==> src/cgs_pkg.sv <==
package cgs_pkg;

  // register byte offsets on the AXI4-Lite bus
  localparam logic [7:0] OFF_CTRL = 8'h00;
  localparam logic [7:0] OFF_STATUS = 8'h04;
  localparam logic [7:0] OFF_TRIM = 8'h08;
  localparam logic [7:0] OFF_CFG = 8'h0C;

  // status field positions
  localparam int STAT_LOST = 7;
  localparam int STAT_LOCK = 6;
  localparam int STAT_REFSRC = 4;
  localparam int STAT_OSEL_LO = 2;

  // control field positions: [7:6] output select, [5:3] divider, [2] ref source
  localparam int CTRL_OSEL_LO = 6;
  localparam int CTRL_DIV_LO = 3;
  localparam int CTRL_REFSEL = 2;

  // config field positions
  localparam int CFG_IRQ_EN = 7;
  localparam int CFG_LOW_POWER = 0;

  // reset values: engaged on the internal reference, loop running
  localparam logic [7:0] CTRL_RST = 8'h04;
  localparam logic [7:0] TRIM_RST = 8'h80;
  localparam logic [7:0] CFG_RST = 8'h00;

  // consecutive in-band cycles before the loop counts as locked
  localparam int LOCK_ACQ_CYC = 16;

  // AXI responses
  localparam logic [1:0] RESP_OKAY = 2'h0;
  localparam logic [1:0] RESP_SLVERR = 2'h2;

  typedef enum logic [1:0] {
    OSEL_LOOP = 2'b00,
    OSEL_INT = 2'b01,
    OSEL_EXT = 2'b10,
    OSEL_RSVD = 2'b11
  } cgs_osel_t;

  typedef struct packed {
    logic [7:0] awaddr;
    logic awvalid;
    logic [31:0] wdata;
    logic [3:0] wstrb;
    logic wvalid;
    logic bready;
    logic [7:0] araddr;
    logic arvalid;
    logic rready;
  } cgs_axi_req_t;

  typedef struct packed {
    logic awready;
    logic wready;
    logic [1:0] bresp;
    logic bvalid;
    logic arready;
    logic [31:0] rdata;
    logic [1:0] rresp;
    logic rvalid;
  } cgs_axi_rsp_t;

  // one register write, handed from the bus slave to the register file
  typedef struct packed {
    logic en;
    logic [7:0] addr;
    logic [7:0] data;
  } cgs_regwr_t;

  function automatic logic cgs_mapped(logic [7:0] a);
    return (a == OFF_CTRL) || (a == OFF_STATUS) || (a == OFF_TRIM) || (a == OFF_CFG);
  endfunction

endpackage

==> src/cgs_axil.sv <==
`timescale 1ns/1ps
// AXI4-Lite slave front end for 8-bit registers in the low byte lane
module cgs_axil (
  // clock and reset
  input wire logic aclk,
  input wire logic aresetn,
  // bus
  input wire cgs_pkg::cgs_axi_req_t axi_req,
  output cgs_pkg::cgs_axi_rsp_t axi_rsp,
  // register file side
  output cgs_pkg::cgs_regwr_t reg_wr,
  output logic [7:0] rd_addr,
  input wire logic [7:0] rd_data
);

  typedef struct packed {
    logic aw_full;
    logic [7:0] awaddr;
    logic w_full;
    logic [7:0] wdata;
    logic wstrb0;
    logic bvalid;
    logic [1:0] bresp;
    logic rvalid;
    logic [31:0] rdata;
    logic [1:0] rresp;
  } cgs_axil_st_t;

  cgs_axil_st_t s_q;
  cgs_axil_st_t s_d;
  logic awready;
  logic wready;
  logic arready;

  // address and data are held separately so they may arrive in either order
  assign awready = !s_q.aw_full && !s_q.bvalid;
  assign wready = !s_q.w_full && !s_q.bvalid;
  assign arready = !s_q.rvalid;
  assign rd_addr = axi_req.araddr;

  // write path, then read path; the read data is captured at the handshake
  always_comb begin
    s_d = s_q;
    reg_wr = '0;
    if (axi_req.awvalid && awready) begin
      s_d.aw_full = 1'b1;
      s_d.awaddr = axi_req.awaddr;
    end
    if (axi_req.wvalid && wready) begin
      s_d.w_full = 1'b1;
      s_d.wdata = axi_req.wdata[7:0];
      s_d.wstrb0 = axi_req.wstrb[0];
    end
    if (s_q.aw_full && s_q.w_full) begin
      reg_wr.en = s_q.wstrb0 && cgs_pkg::cgs_mapped(s_q.awaddr);
      reg_wr.addr = s_q.awaddr;
      reg_wr.data = s_q.wdata;
      s_d.aw_full = 1'b0;
      s_d.w_full = 1'b0;
      s_d.bvalid = 1'b1;
      s_d.bresp = cgs_pkg::cgs_mapped(s_q.awaddr) ? cgs_pkg::RESP_OKAY : cgs_pkg::RESP_SLVERR;
    end
    if (s_q.bvalid && axi_req.bready) begin
      s_d.bvalid = 1'b0;
    end
    if (axi_req.arvalid && arready) begin
      s_d.rvalid = 1'b1;
      s_d.rdata = {24'h000000, rd_data};
      s_d.rresp = cgs_pkg::cgs_mapped(axi_req.araddr) ? cgs_pkg::RESP_OKAY : cgs_pkg::RESP_SLVERR;
    end
    if (s_q.rvalid && axi_req.rready) begin
      s_d.rvalid = 1'b0;
    end
  end

  always_ff @(posedge aclk) begin
    if (!aresetn) begin
      s_q <= '0;
    end else begin
      s_q <= s_d;
    end
  end

  // bus answer
  always_comb begin
    axi_rsp.awready = awready;
    axi_rsp.wready = wready;
    axi_rsp.bresp = s_q.bresp;
    axi_rsp.bvalid = s_q.bvalid;
    axi_rsp.arready = arready;
    axi_rsp.rdata = s_q.rdata;
    axi_rsp.rresp = s_q.rresp;
    axi_rsp.rvalid = s_q.rvalid;
  end

endmodule

==> src/cgs_status_top.sv <==
`timescale 1ns/1ps
module cgs_status_top #(
  parameter int LOCK_ACQ_CYCLES = cgs_pkg::LOCK_ACQ_CYC
) (
  // clock and reset
  input wire logic aclk,
  input wire logic aresetn,
  // register bus
  input wire cgs_pkg::cgs_axi_req_t axi_req,
  output cgs_pkg::cgs_axi_rsp_t axi_rsp,
  // loop and reference monitors (asynchronous pins)
  input wire logic loop_in_band,
  input wire logic ext_ref_ok,
  // system mode, same clock
  input wire logic stop_entry,
  // outputs
  output logic loop_enable,
  output logic irq
);

  localparam int ACQ_W = $clog2(LOCK_ACQ_CYCLES + 1);
  localparam logic [ACQ_W-1:0] ACQ_LAST = ACQ_W'(LOCK_ACQ_CYCLES - 1);

  typedef struct packed {
    logic [7:0] ctrl;
    logic [7:0] trim;
    logic [7:0] cfg;
    cgs_pkg::cgs_osel_t osel_acc;
    logic locked;
    logic lost;
    logic [ACQ_W-1:0] acq_cnt;
  } cgs_top_st_t;

  cgs_top_st_t s_q;
  cgs_top_st_t s_d;
  cgs_pkg::cgs_regwr_t reg_wr;
  logic [7:0] rd_addr;
  logic [7:0] rd_data;
  logic band_s;
  logic ext_ok_s;
  logic ref_status;
  logic [1:0] osel_status_raw;
  cgs_pkg::cgs_osel_t osel_status;
  cgs_pkg::cgs_osel_t osel_req;
  logic loop_on;
  logic trim_sens;
  logic wr_ctrl;
  logic wr_trim;
  logic wr_status;
  logic cfg_chg;
  logic lose_evt;
  logic lost_clr;
  logic [7:0] status_val;

  // an output clock can be taken only if its source is running
  function automatic logic osel_avail(cgs_pkg::cgs_osel_t s, logic ext_ok);
    logic ok;
    ok = 1'b0;
    unique case (s)
      cgs_pkg::OSEL_LOOP: ok = 1'b1;
      cgs_pkg::OSEL_INT: ok = 1'b1;
      cgs_pkg::OSEL_EXT: ok = ext_ok;
      cgs_pkg::OSEL_RSVD: ok = 1'b0;
    endcase
    return ok;
  endfunction

  cgs_axil u_bus (
    .aclk(aclk),
    .aresetn(aresetn),
    .axi_req(axi_req),
    .axi_rsp(axi_rsp),
    .reg_wr(reg_wr),
    .rd_addr(rd_addr),
    .rd_data(rd_data)
  );

  // pins from the analog side pass four flops: three stages and the registered output
  cgs_sync3 #(.W(1), .RST(1'b0)) u_band (
    .aclk(aclk),
    .aresetn(aresetn),
    .d(loop_in_band),
    .q(band_s)
  );

  cgs_sync3 #(.W(1), .RST(1'b0)) u_extok (
    .aclk(aclk),
    .aresetn(aresetn),
    .d(ext_ref_ok),
    .q(ext_ok_s)
  );

  // reference source status comes back through the reference domain crossing
  cgs_sync3 #(.W(1), .RST(cgs_pkg::CTRL_RST[cgs_pkg::CTRL_REFSEL])) u_refst (
    .aclk(aclk),
    .aresetn(aresetn),
    .d(s_q.ctrl[cgs_pkg::CTRL_REFSEL]),
    .q(ref_status)
  );

  // accepted output select also crosses before it shows in status
  cgs_sync3 #(.W(2), .RST(2'b00)) u_oselst (
    .aclk(aclk),
    .aresetn(aresetn),
    .d(s_q.osel_acc),
    .q(osel_status_raw)
  );

  assign osel_status = cgs_pkg::cgs_osel_t'(osel_status_raw);
  assign osel_req = cgs_pkg::cgs_osel_t'(s_q.ctrl[cgs_pkg::CTRL_OSEL_LO +: 2]);

  // write decode
  assign wr_ctrl = reg_wr.en && (reg_wr.addr == cgs_pkg::OFF_CTRL);
  assign wr_trim = reg_wr.en && (reg_wr.addr == cgs_pkg::OFF_TRIM);
  assign wr_status = reg_wr.en && (reg_wr.addr == cgs_pkg::OFF_STATUS);

  // the loop is off in the low-power bypass modes, which stops lock detection
  assign loop_on = !(s_q.cfg[cgs_pkg::CFG_LOW_POWER] && (osel_status != cgs_pkg::OSEL_LOOP));
  assign loop_enable = loop_on;

  // trim only moves the loop when the internal reference feeds it
  assign trim_sens = ref_status && ((osel_status == cgs_pkg::OSEL_LOOP) || (osel_status == cgs_pkg::OSEL_INT));

  // reference, divider or relevant trim change restarts acquisition
  always_comb begin
    cfg_chg = 1'b0;
    if (wr_ctrl && (reg_wr.data[cgs_pkg::CTRL_REFSEL] != s_q.ctrl[cgs_pkg::CTRL_REFSEL])) begin
      cfg_chg = 1'b1;
    end
    if (wr_ctrl && (reg_wr.data[cgs_pkg::CTRL_DIV_LO +: 3] != s_q.ctrl[cgs_pkg::CTRL_DIV_LO +: 3])) begin
      cfg_chg = 1'b1;
    end
    if (wr_trim && trim_sens && (reg_wr.data != s_q.trim)) begin
      cfg_chg = 1'b1;
    end
  end

  // loss of lock: previously locked, loop running, frequency out of band
  assign lose_evt = s_q.locked && loop_on && !band_s;
  // write-one clear; a zero in that bit leaves the flag alone
  assign lost_clr = wr_status && reg_wr.data[cgs_pkg::STAT_LOST] && s_q.lost;

  // next state of the register file, lock tracker and output selector
  always_comb begin
    s_d = s_q;
    if (wr_ctrl) begin
      s_d.ctrl = reg_wr.data;
    end
    if (wr_trim) begin
      s_d.trim = reg_wr.data;
    end
    if (reg_wr.en && (reg_wr.addr == cgs_pkg::OFF_CFG)) begin
      s_d.cfg = reg_wr.data;
    end
    // set wins over clear so a loss in the clearing cycle is kept
    if (lost_clr) begin
      s_d.lost = 1'b0;
    end
    if (lose_evt) begin
      s_d.lost = 1'b1;
    end
    // lock is dropped by the loop stopping, stop entry, a change or leaving the band
    if (!loop_on || stop_entry || cfg_chg || !band_s) begin
      s_d.locked = 1'b0;
      s_d.acq_cnt = '0;
    end else if (!s_q.locked) begin
      if (s_q.acq_cnt == ACQ_LAST) begin
        s_d.locked = 1'b1;
      end else begin
        s_d.acq_cnt = s_q.acq_cnt + ACQ_W'(1);
      end
    end
    // a new selection is taken only if that clock is available
    if ((osel_req != s_q.osel_acc) && osel_avail(osel_req, ext_ok_s)) begin
      s_d.osel_acc = osel_req;
    end
  end

  always_ff @(posedge aclk) begin
    if (!aresetn) begin
      s_q.ctrl <= cgs_pkg::CTRL_RST;
      s_q.trim <= cgs_pkg::TRIM_RST;
      s_q.cfg <= cgs_pkg::CFG_RST;
      s_q.osel_acc <= cgs_pkg::OSEL_LOOP;
      s_q.locked <= 1'b0;
      s_q.lost <= 1'b0;
      s_q.acq_cnt <= '0;
    end else begin
      s_q <= s_d;
    end
  end

  // status word; reserved bits are constant zero
  always_comb begin
    status_val = 8'h00;
    status_val[cgs_pkg::STAT_LOST] = s_q.lost;
    status_val[cgs_pkg::STAT_LOCK] = s_q.locked;
    status_val[cgs_pkg::STAT_REFSRC] = ref_status;
    status_val[cgs_pkg::STAT_OSEL_LO +: 2] = osel_status;
  end

  // read mux; unmapped offsets read zero
  always_comb begin
    unique case (rd_addr)
      cgs_pkg::OFF_CTRL: rd_data = s_q.ctrl;
      cgs_pkg::OFF_STATUS: rd_data = status_val;
      cgs_pkg::OFF_TRIM: rd_data = s_q.trim;
      cgs_pkg::OFF_CFG: rd_data = s_q.cfg;
      default: rd_data = 8'h00;
    endcase
  end

  // request only while the flag is set and enabled
  assign irq = s_q.lost && s_q.cfg[cgs_pkg::CFG_IRQ_EN];
endmodule

==> src/cgs_sync3.sv <==
`timescale 1ns/1ps
// three-stage synchroniser with a registered output flop; output moves once the second and third stages agree
module cgs_sync3 #(
  parameter int W = 1,
  parameter logic [W-1:0] RST = '0
) (
  // clock and reset
  input wire logic aclk,
  input wire logic aresetn,
  // data
  input wire logic [W-1:0] d,
  output logic [W-1:0] q
);

  typedef struct packed {
    logic [W-1:0] s1;
    logic [W-1:0] s2;
    logic [W-1:0] s3;
    logic [W-1:0] q;
  } cgs_sync_st_t;

  cgs_sync_st_t s_q;
  cgs_sync_st_t s_d;

  // stage one feeds stage two only, so no logic sees a metastable value
  always_comb begin
    s_d = s_q;
    s_d.s1 = d;
    s_d.s2 = s_q.s1;
    s_d.s3 = s_q.s2;
    if (s_q.s2 == s_q.s3) begin
      s_d.q = s_q.s3;
    end
  end

  always_ff @(posedge aclk) begin
    if (!aresetn) begin
      s_q <= {4{RST}};
    end else begin
      s_q <= s_d;
    end
  end

  assign q = s_q.q;

endmodule
==> config.mk <==
export PLATFORM = sky130hd
export DESIGN_NAME = cgs_status_top
export DESIGN_NICKNAME = d
export VERILOG_FILES = /design/src/cgs_pkg.sv /design/src/cgs_axil.sv /design/src/cgs_status_top.sv /design/src/cgs_sync3.sv
export SDC_FILE = /design/constraint.sdc
export NUM_CORES = 1
export LEC_CHECK = 0
export ABC_AREA = 1
export BUFFER_PORTS_ARGS = -buffer_cell sky130_fd_sc_hd__buf_2
export CELL_PAD_IN_SITES_DETAIL_PLACEMENT = 0
export CELL_PAD_IN_SITES_GLOBAL_PLACEMENT = 2
export CORE_MARGIN = 2
export CORE_UTILIZATION = 26
export DETAILED_ROUTE_END_ITERATION = 7
export GPL_TIMING_DRIVEN = 1
export PLACE_DENSITY_LB_ADDON = 0.08
export SETUP_SLACK_MARGIN = 0.3
export SYNTH_ARGS = -nofsm -noshare
export SYNTH_HDL_FRONTEND = slang
export SYNTH_SLANG_ARGS = --single-unit
==> constraint.sdc <==
create_clock -name aclk -period 1.7 [get_ports aclk]
set_input_delay 0.255 -clock aclk [delete_from_list [all_inputs] [get_ports aclk]]
set_output_delay 0.255 -clock aclk [all_outputs]
set_load 0.02 [all_outputs]
* Word-level counts from Yosys, hierarchy flattened
Cells that the tools add are included.
W data, S select, Z words.
** Operators by class
- $add $sub $neg :: 1
- Reductions and logical operators :: 54
- Bitwise gates (word level) :: 3
- Equality and inequality tests :: 22
- Mux-type cells :: 12
** Operator list (number)
- $eq A8 B4 Y1 const B :: 6
- $pmux W8 S4 :: 1
- $logic_and A1 B1 Y1 :: 25
- $eq A8 B3 Y1 const B :: 3
- $logic_not A8 Y1 :: 3
- $mux W17 :: 1
- $logic_or A1 B1 Y1 :: 10
- $reduce_or A2 Y1 :: 5
- $ne A8 B8 Y1 :: 1
- $mux W1 :: 7
- $logic_not A1 Y1 :: 6
- $add A5 B1 Y5 const B :: 1
- $eq A5 B4 Y1 const B :: 1
- $eq A2 B1 Y1 const B :: 2
- $eq A2 B2 Y1 const B :: 2
- $logic_not A2 Y1 :: 2
- $mux W2 :: 2
- $reduce_bool A2 Y1 :: 2
- $eq A1 B1 Y1 :: 3
- $ne A3 B3 Y1 :: 1
- $not A1 Y1 :: 3
- $pmux W1 S3 :: 1
- $eq A2 B2 Y1 :: 1
- $ne A2 B2 Y1 :: 1
- 2 further kinds :: 2
** Storage, ports and cells
- Bits in registers :: 86
- Logic and storage cells :: 125

* Longest topological paths before layout
Gate-level depths: netlist (run 1).
- Word-level depth :: 15
- Gate-level depth with buffers :: 13
- Mapped depth without buffers :: 11

* Cells and area by module
Synthesis (run 1) repeated with hierarchy kept, for this count alone.
** Second synthesis, totals
- Cells, all modules :: 620
- Area, all modules :: 4214.0 sq um
** By module, submodules not included
- cgs_axil :: cells each 280, times used 1, area each 1844.3 sq um
- cgs_status_top :: cells each 257, times used 1, area each 1710.4 sq um
- cgs_sync3 at u_oselst :: cells each 40, times used 1, area each 292.8 sq um
- cgs_sync3 at u_band ... :: cells each 13, times used 2, area each 116.4 sq um
- cgs_sync3 at u_refst :: cells each 17, times used 1, area each 133.9 sq um

* Least setup slack after synthesis (run 1)
No wires, ideal clock.
- Path type :: register -> register
- From :: register s_q[0] (netlist bit)
- To :: register s_q[4] (netlist bit)
- Data required time :: 1635 ps
- Stages on the path, launching flop included :: 7
- Slack :: 46 ps
- Arrival :: 1589 ps
- Clock period less this slack :: 1654 ps
- Cell sequence :: dfxtp_1 > ha_1 > and3_1 > ha_1 > nor2_1 > mux2_2 > nor2_1
** On the way
- Word-level cells in the longest chain between the ends :: 3
- Elaborated cells between the ends (all ways) :: 4
- Classes of those cells :: 1 x add/sub; 1 x eq/ne; 1 x bitwise; 1 x reduce/logical
** RTL lines
- start, declared :: RTL line cgs_status_top.sv:34 : cgs_top_st_t s_q;
- parallel branches: the longest is 3 deep, another holds $add A5 B1 Y5
Several ways; the timed one is not identified.
A chain may end at the register's enable or synchronous reset.

* Worst setup path after layout (run 1)
- From :: register s_q[1] (netlist bit)
- To :: register s_q[4] (netlist bit)
The elaborated chain is that of the path after synthesis.

==> results of run 1 <==
-- flip-flops by register name (all words and copies together), names as in the netlist, 2 cells and up --
name	cells
u_refst.s_d	2
u_extok.s_d	2
u_bus.s_q	19
u_oselst.s_q	2
u_oselst.s_d	4
u_bus.axi_rsp	12
u_band.s_d	2
s_q	31
u_oselst.q	2
osel_req	2
-- per-layer routing --
metal	vias up	track usage, %
met4	0	5.82
li1	1808	-
met5	-	0
met3	12	2.42
met1	1541	17.4
met2	61	22.4
-- cells in the final DEF, fill, tap and decap left out, types with 23 or more instances in the layout --
cell type,count
nand2_1,92
dfxtp_1,75
nor2_1,63
inv_1,53
buf_2,50
o21ai_0,44
buf_4,34
conb_1,26
nand3_1,24
a21oi_1,23
-- power groups by stage --
stage                     clock network (W)  logic, W  registers (W)
final                               0.00181  0.000540        0.00209
after global routing                0.00196  0.000606        0.00210
after CTS                           0.00189  0.000526        0.00209
after detailed placement                  0  0.000479        0.00213
after global placement                    0  0.000476        0.00213
after floorplan                           0  0.000375        0.00211
-- timing repair --
item                                    in CTS  in global routing
cloned                                       1                  0
buffers inserted                            12                  6
pin swaps                                   11                 19
endpoints found under the setup margin      31                 36
resized for setup                           33                 49
-- stage by stage --
step | setup WS (ns) | utilization (%) | std cells
floorplan | 0.291 | - | 563
detailed placement | 0.0875 | 29.6 | 777
CTS | 0.213 | 32.7 | 806
global placement | 0.116 | 29.6 | 777
global route | 0.121 | 34.0 | 812
finish | 0.225 | 34.0 | 812
-- area by class of cell --
| type | instances | share of cell area [%] |
|---|---|---|
| tap | 188 | 4.59 |
| sequential | 84 | 33.1 |
| inverter | 59 | 4.66 |
| clock inverter | 6 | 0.586 |
| multi-input combinational | 362 | 37.9 |
| timing repair buffer | 102 | 14.4 |
| timing repair inverter | 1 | 0.171 |
| clock buffer | 10 | 4.66 |
-- cell families (layout without fill, tap and decap cells) --
kind of cell | after synthesis | in the layout
AO/OA/AOI/OAI | 101 | 101
XOR/XNOR | 6 | 6
adder cells (fa/ha/maj) | 3 | 3
buffers and inverters | 117 | 178
flip-flops | 84 | 84
multiplexers | 2 | 2
other | 1 | 26
AND/OR/NAND/NOR | 224 | 224
-- path summary, 6_finish.rpt --
check,slack (ns),from,end
hold / removal,0.09,axi_req[10],u_bus.axi_rsp[36]$_SDFFE_PP0N_
setup / recovery,0.23,s_q[1]$_SDFFE_PP0P_,s_q[4]$_SDFFE_PP0P_
hold reg to reg,0.41,u_oselst.s_d[5]$_SDFF_PN0_,u_oselst.s_d[3]$_SDFF_PN0_
setup reg to reg,0.23,s_q[1]$_SDFFE_PP0P_,s_q[4]$_SDFFE_PP0P_
==> results.md, run 1 <==
* Yosys top cell area share at 42.3%
* WL met1 at 5.07 mm
* Setup TNS at 0 ns
* GRT Util Overall at 13.6%
* Maximum VDD drop at 0.000445 V
* Tot Pwr at 0.00444 W
* Avg Inst Size Synth at 7.39 sq um
* Largest family of logic cells by synthesized area: simple AND/OR/NAND/NOR gates
* Multiplexer area fraction after synthesis at 0.535%
* Critical path type: flip-flop to flip-flop
* Chip width at 128 um
* Ys Warns at 0
* Initial antenna violation count at 0
* Commonest cells in the netlist: nand2_1, dfxtp_1, nor2_1
* Final count of pins violating max slew at 0
* Met2 Routed Length at 4.92 mm
* P_leak at 2.37 nW
* Sequential cell area fraction in the yosys report at 42.3%
* Max-cap viol count at 0
* Clk buf depth at 2
* Multi-input logic area at 1940 sq um
* Combinational group share of total power at 12.2%
* Compound-gate portion of the synthesized area at 13.9%
* Cell taking the most area after synthesis: dfxtp_1
* CTS Hold Bufs at 0
* Synth top area cells: dfxtp_1, nand2_1, buf_4
* Pin count of the biggest net entering global routing at 31
* Global-route wire length before repair at 16.7 mm
* Max Fanout on Critical Path at 6
* CTS tree: done
* Fin crit share at 86.7%
* Vias in the first global route at 3188
* Post-Place Cell Area at 4470 sq um
* RSZ-0062 raised after global routing: yes
* Drt drc at 0
* Yosys reg bits at 84
* Crit end category: flip-flop
* Finished Cell Area at 5130 sq um
* Sequential share of power at 47.1%
* Min Tclk post-route at 1.47 ns
* Hold Slack at 0.0899 ns
* F_max at 0.678 GHz
* Mapped Area at 3980 sq um
* Drt pass-1 iters at 4
* Startpoint Class: flip-flop
* # port buffers at 51
* WP depth at 6
* Root Buffer: clkbuf_16
* Starting Density at 26.4%
* Hold depth at 2
* Met3 WL post-DR at 347 um
* Simple-gate share of the synthesized area at 24.9%
* Adder-cell share of the synthesized area at 0.881%
* Max H-tree Level at 3
* Clk sink count at 84
* EDFF count, synth at 0
* IO Count at 105
* Via count at 3422
* Power density cells at 865 nW/um^2
* Post-route antenna net violation count at 0
* Chip height at 128 um
* Final HPWL DP at 7.95 mm
* Post-DR wirelength/cell at 13.0 um
* XOR/XNOR Fraction of Synth Area at 1.32%
* Prevailing post-synth register cell: dfxtp_1
* Vias/cell at 4.21
* Worst-path clk slew at 0.06 ns
* Worst reg-to-reg path cell count at 6
* Netlist cell types at 43
* Asr flop ratio synth at 0%
* Setup Skew at 0.00562 ns
* Clk_lat worst skew at 0.34 ns
* Drt total wl at 10.5 mm
* CP required at 1.98 ns
* Initial DRC count at 122
* Status: finished, final reports clean
* Worst hold path class: input port to flip-flop
* Hold Vio Cnt, Final at 0
* Gate count after technology mapping at 538
* Crit-path slowest cell: dfxtp_2
* Fill count at 1656
* Crit path DAT at 1.76 ns
* Core ar. at 15100 sq um
* Slowest stage delay, CP at 0.33 ns
* Nets at 683
* Share of cells above drive strength 1 at 31.1%
* Worst path buffer plus inverter count at 0
* DR top layer: met4
* Area grow syn2layout at 29.0%
* Clk network pwr share at 40.7%
* Die area at 16300 sq um
* Ant diodes at 0
* Worst-path cell chain: ha_2, and3_4, ha_4, nor2_4, mux2_4, nor2_1
* Sequential cell area at 1700 sq um
* Net Switching at 0.00119 W
* Cell-internal power at 0.00325 W
* Count leader, synth: nand2_1
* CTS Buf Count at 9
* RD Place Congestion at 0.743
* Cell Rows at 45
* Top Family by Delay on Critical Path: simple AND/OR/NAND/NOR gates
* Switching Fraction at 26.7%
* Grt total ovfl at 0
* Final setup fails at 0
Power figures use the tool's default switching activity.
==> run 2, diff against run 1 <==
==> constraint.sdc (replaced) <==
create_clock -name aclk -period 1.7 [get_ports aclk]
set_input_delay 0.085 -clock aclk [delete_from_list [all_inputs] [get_ports aclk]]
set_output_delay 0.085 -clock aclk [all_outputs]
set_load 0.02 [all_outputs]
==> results.md, run 2 (synthesized netlist as in run 1, its figures left out) <==
* Slew @ Worst Pin at 0.542 ns
* RSZ-0062 raised after global routing: yes
* Via count at 3420 (-0.058%)
* Status: finished, final reports clean
* Clk buf depth at 2 (unchanged)
* Max FFs per register at 31 (unchanged)
* Largest Register: s_q
* Vias in the first global route at 3286 (+3.1%)
* R2r setup slk at 0.20 ns (-0.02 ns)
* Hold Slack at 0.0135 ns (-0.0764 ns)
* Clk_lat worst skew at 0.34 ns (about the same)
* Chip height at 128 um (unchanged)
* CP required at 1.98 ns (about the same)
* Area grow syn2layout at 29.9%
* P_leak at 2.36 nW (-0.21%)
* Power density cells at 903 nW/um^2 (+4.4%)
* Drt drc at 0 (unchanged)
* Startpoint Class: flip-flop
* Critical path type: flip-flop to flip-flop
* CTS Buf Count at 9 (unchanged)
* IO Count at 105 (unchanged)
* Worst-path clk slew at 0.06 ns (about the same)
* Hold depth at 3 (+1)
* Worst R2R Start: u_bus.s_q[56]$_SDFFE_PP0P_
* Slew Limit Headroom at 63.9%
* F_max at 0.667 GHz (-1.6%)
* Setup TNS at 0 ns (unchanged)
* Fill count at 1648 (-0.48%)
* Post-route antenna net violation count at 0 (unchanged)
* Final count of pins violating max slew at 0 (unchanged)
* Max-cap viol count at 0 (unchanged)
* Cell mode on critical path: buf_12
* Final setup fails at 0 (unchanged)
* Ant diodes at 0 (unchanged)
* # port buffers at 51 (unchanged)
* Final HPWL DP at 7.95 mm (about the same)
* Initial antenna violation count at 0 (unchanged)
* Fin crit share at 88.1% (+1.4 points)
* Die area at 16300 sq um (unchanged)
* GRT Util Overall at 13.9% (+0.33 points)
* Drt total wl at 10.5 mm (-0.22%)
* Cell Rows at 45 (unchanged)
* Initial DRC count at 101 (-17%)
* Nets at 683 (unchanged)
* Crit end category: flip-flop
* Worst hold path class: input port to flip-flop
* Grt total ovfl at 0 (unchanged)
* Worst-path cell chain: buf_12, nand2_8, inv_12, o21ai_4, nand3_4, nor2_4, buf_12, buf_8, o21ai_2, a21oi_1
* Maximum VDD drop at 0.000507 V (+14%)
* Crit-path slowest cell: dfxtp_2
* Max H-tree Level at 3 (unchanged)
* Crit path DAT at 1.77 ns (about the same)
* Min-Delay Endpoint: u_bus.s_q[41]$_SDFFE_PN0P_
* CTS tree: done
* Slowest stage delay, CP at 0.33 ns (about the same)
* Setup Skew at 0.00725 ns (+0.00162 ns)
* Drt pass-1 iters at 4 (unchanged)
* Hold Vio Cnt, Final at 0 (unchanged)
* Chip width at 128 um (unchanged)
* Commonest non-fill, non-tap cells in the layout: nand2_1, dfxtp_1, nor2_1
* Clk sink count at 84 (unchanged)
* Pin count of the biggest net entering global routing at 51 (+65%)
* Core ar. at 15100 sq um (unchanged)
* Global-route wire length before repair at 17.2 mm (+2.9%)
* Post-DR wirelength/cell at 13.0 um (about the same)
* RD Place Congestion at 0.738 (-0.69%)
* Max Fanout on Critical Path at 8 (+2)
* Worst reg-to-reg path cell count at 10 (+4)
* Worst reg2reg endpoint: s_q[30]$_SDFFE_PN0P_
* Min Tclk post-route at 1.50 ns (+0.0239 ns)
* Starting Density at 26.4% (unchanged)
* Share of cells above drive strength 1 at 27.8% (-3.3 points)
* Worst Hold Launch: axi_req[18]
* Root Buffer: clkbuf_16
* Vias/cell at 4.22 (about the same)
* Commonest non-fill, non-tap cell in the layout: nand2_1
==> run 2: changes by cell type in the layout (fill, tap and decap cells not counted), moves of 4 or more <==
cell / delta
buf_4: -7
dlygate4sd3_1: +13
nand2_2: -4
o21ai_2: -4
clkinv_2: -6
buf_6: -7
==> run 2: worst max path at each step <==
stage / from / to / slack (ns) / depth (start not counted)
after floorplan: s_q[1]$_SDFFE_PP0P_ / s_q[4]$_SDFFE_PP0P_ / 0.29 / 6
after global routing: u_bus.s_q[56]$_SDFFE_PP0P_ / s_q[30]$_SDFFE_PN0P_ / 0.10 / 10
after CTS: u_bus.s_q[55]$_SDFFE_PN0P_ / s_q[30]$_SDFFE_PN0P_ / 0.20 / 9
after detailed placement: u_bus.s_q[56]$_SDFFE_PP0P_ / s_q[1]$_SDFFE_PP0P_ / 0.11 / 11
final: u_bus.s_q[56]$_SDFFE_PP0P_ / s_q[30]$_SDFFE_PN0P_ / 0.20 / 10
after global placement: u_bus.s_q[56]$_SDFFE_PP0P_ / s_q[4]$_SDFFE_PP0P_ / 0.11 / 11
==> run 2: critical path, delay by kind of cell, from the launching register on <==
kind,cells,cell delay [ns]
compound gates,3,0.24
buf+inv,4,0.45
flops,1,0.33
simple gates,3,0.40
==> run 2: where the power goes <==
part | switching, W | internal, W | leakage, nW | total [W]
Clock | 0.000794 | 0.00121 | 0.145 | 0.00201
Sequential | 0.0000628 | 0.00203 | 0.686 | 0.00210
Combinational | 0.000342 | 0.000222 | 1.53 | 0.000564
Total | 0.00120 | 0.00347 | 2.36 | 0.00467
==> run 2: timing repair <==
item | 4_1_cts | 5_1_grt
hold buffers | 13 | 0
gates resized for setup | 32 | 34
setup endpoints to repair | 30 | 36
endpoints found under the hold margin | 13 | 0
pin swaps | 11 | 18
setup buffers | 4 | 4
cloned | 1 | 0
==> run 2: final cells by class <==
class	count	area (sq um)	area share [%]
clock buffer	12	256	4.96
clock inverter	3	46.3	0.896
inverter	59	234	4.53
multi-input combinational	362	1950	37.8
sequential	84	1690	32.7
tap	188	235	4.55
timing repair buffer	102	742	14.4
timing repair inverter	1	8.76	0.170
==> run 2: metal layers <==
layer | vias to the layer above | track usage (%) | routed length, um
li1 | 1804 | - | -
met3 | 8 | 3.80 | 481
met4 | 0 | 3.88 | 142
met2 | 76 | 22.9 | 4800
met1 | 1532 | 17.9 | 5090
met5 | - | 0 | 0
==> run 2: metrics by stage <==
step	worst slack [ns]	cell area (sq um)	total power (W)	util, %	std cells
2_1_floorplan	0.291	4100	0.00248	-	563
3_3_place_gp	0.114	4440	0.00260	29.4	774
3_5_place_dp	0.112	4440	0.00261	29.4	774
4_1_cts	0.201	5020	0.00472	33.3	807
5_1_grt	0.105	5170	0.00492	34.2	811
6_report	0.201	5170	0.00467	34.2	811
==> run 3, diff against run 2 <==
- CORE_UTILIZATION: 26 -> 29
- REMOVE_ABC_BUFFERS: default -> 1
- clock period: 1.7 -> 1.4 ns (I/O delays scaled with it)
==> results.md, run 3 (synthesized netlist as in run 1, its figures left out) <==
* Status: finished, violations left
* Failing checks: negative setup slack
* Clk buf depth at 2 (unchanged)
* Share of cells above drive strength 1 at 36.4% (+8.7 points)
* Max FFs per register at 31 (unchanged)
* Global-route wire length before repair at 16.8 mm (-2.2%)
* Commonest non-fill, non-tap cells in the layout: nand2_1, dfxtp_1, nor2_1
* WP depth at 9 (-1)
* Worst reg-to-reg path cell count at 9 (-1)
* Core Util, Final at 42.3% (+8.0 points)
* # port buffers at 51 (unchanged)
* F_max at 0.671 GHz (+0.58%)
* Clk sink count at 84 (unchanged)
* Fin crit share at 106% (+18 points)
* GRT Util Overall at 14.9% (+1.1 points)
* Ant diodes at 0 (unchanged)
* Chip height at 121 um (-5.1%)
* Die area at 14700 sq um (-10%)
* Commonest non-fill, non-tap cell in the layout: nand2_1
* Core ar. at 13300 sq um (-12%)
* Initial DRC count at 91 (-9.9%)
* Slowest stage delay, CP at 0.34 ns (about the same)
* Max Fanout on Critical Path at 10 (+2)
* IO Count at 105 (unchanged)
* Drt pass-1 iters at 4 (unchanged)
* Post-DR wirelength/cell at 12.7 um (-2.1%)
* Placed cells at 778 (+0.52%)
* Vias/cell at 4.33 (+2.6%)
* Met2 Usage GRT at 25.8% (+2.9 points)
* Finished Cell Area at 5620 sq um (+8.8%)
* Hold depth at 3 (unchanged)
* Drt drc at 0 (unchanged)
* Pin count of the biggest net entering global routing at 27 (-47%)
* Final HPWL DP at 7.49 mm (-5.7%)
* Maximum VDD drop at 0.000582 V (+15%)
* GRT met1 Usage at 17.9% (+0.045 points)
* Clk_lat worst skew at 0.35 ns (about the same)
* P_leak at 2.53 nW (+7.0%)
* Min Tclk post-route at 1.49 ns (-0.00865 ns)
* Post-route antenna net violation count at 0 (unchanged)
* Vias in the first global route at 3447 (+4.9%)
* Critical path type: flip-flop to flip-flop
* Crit end category: flip-flop
* Crit path DAT at 1.77 ns (about the same)
* RSZ-0062 raised after global routing: yes
* Worst hold path class: input port to flip-flop
* GR Util met3 at 3.43% (-0.37 points)
* Starting Density at 29.9% (+3.6 points)
* Area grow syn2layout at 41.4%
* Initial antenna violation count at 0 (unchanged)
* Pre-CTS setup slack at -0.262 ns (-0.374 ns)
* Worst path buffer plus inverter count at 3 (-1)
* Max-cap viol count at 0 (unchanged)
* Max H-tree Level at 3 (unchanged)
* Startpoint Class: flip-flop
* Nets at 712 (+4.2%)
* Final WS setup at -0.0898 ns (-0.291 ns)
* CTS tree: done
* Cell mode on critical path: nand2_2
* Via count at 3586 (+4.9%)
* Worst-path clk slew at 0.07 ns (about the same)
* Hold Slack at 0.0231 ns (+0.00966 ns)
* CP required at 1.68 ns (-0.30 ns)
* Top Family by Delay on Critical Path: simple AND/OR/NAND/NOR gates
* CTS Buf Count at 9 (unchanged)
* Hold Vio Cnt, Final at 0 (unchanged)
* Busiest grt layer: met2
* RD Place Congestion at 0.756 (+2.5%)
* Final setup fails at 20 (+20)
* Grt total ovfl at 0 (unchanged)
* Chip width at 121 um (-5.1%)
* Setup Skew at 0.00733 ns (+0.0000811 ns)
* Post-Place Cell Area at 4490 sq um (+1.0%)
* Worst-path cell chain: buf_12, nand2_8, inv_8, nand2_2, nand3_2, nor2_4, buf_6, nand2_2, a21oi_2
* Power density cells at 1060 nW/um^2 (+17%)
* Root Buffer: clkbuf_16
* Drt total wl at 10.5 mm (+0.12%)
* Final non-filler cell total at 829 (+2.2%)
* Crit-path slowest cell: dfxtp_2
* Largest Register: s_q
* Cell Rows at 42 (-6.7%)
* Final count of pins violating max slew at 0 (unchanged)
-- run 3: final cells by class --
cell class / instances / area [sq um]
Clock buffer: 10 / 239
Clock inverter: 6 / 71.3
Fill cell: 1374 / 7670
Inverter: 59 / 256
Multi-Input combinational cell: 363 / 2120
Sequential cell: 84 / 1700
Tap cell: 176 / 220
Timing Repair Buffer: 131 / 1010
-- run 3: layer usage --
layer | routed length (um) | part of all wire [%] | up-vias
met5 | 0 | 0 | -
met3 | 338 | 3.2 | 17
met2 | 5010 | 48 | 66
li1 | - | - | 1871
met1 | 4930 | 47 | 1632
met4 | 256 | 2.4 | 0
-- run 3: worst reg2reg max path: stages, from the launching register on --
cell and delay [ns]:
dfxtp_2 0.34, buf_12 0.14, nand2_8 0.12, inv_8 0.07
nand2_2 0.08, nand3_2 0.09, nor2_4 0.21, buf_6 0.18
nand2_2 0.07, a21oi_2 0.12
-- run 3: final timing paths --
check	startpoint	endpoint	slack, ns
worst max-delay path	u_bus.s_q[47]$_SDFFE_PP0P_	s_q[25]$_SDFFE_PN0P_	-0.09
worst min-delay path	axi_req[0]	u_bus.axi_rsp[0]$_SDFFE_PP0P_	0.02
worst max register to register	u_bus.s_q[47]$_SDFFE_PP0P_	s_q[25]$_SDFFE_PN0P_	-0.09
worst min register to register	u_refst.s_d[2]$_SDFF_PN1_	u_refst.s_d[1]$_SDFF_PN1_	0.41
-- run 3: power by group --
group / switching (W) / internal, W / total (W) / leakage [nW]
Sequential: 0.0000789 / 0.00247 / 0.00255 / 0.688
Combinational: 0.000506 / 0.000416 / 0.000922 / 1.69
Clock: 0.00104 / 0.00144 / 0.00248 / 0.145
Total: 0.00162 / 0.00433 / 0.00595 / 2.53
-- run 3: what timing repair did --
| action | CTS | global route |
|---|---|---|
| setup endpoints to repair | 62 | 61 |
| cloned | 2 | 1 |
| buffers inserted | 9 | 3 |
| gates resized for setup | 94 | 82 |
| hold buffers | 19 | 1 |
| pin swaps | 20 | 21 |
| hold endpoints to repair | 19 | 1 |
-- run 3: per-stage QoR --
step           power, W  TNS [ns]
2_1_floorplan   0.00289     -1.64
3_3_place_gp    0.00319     -2.82
3_5_place_dp    0.00319     -4.58
4_1_cts         0.00588    -0.866
5_1_grt         0.00621     -3.20
6_report        0.00595    -0.700
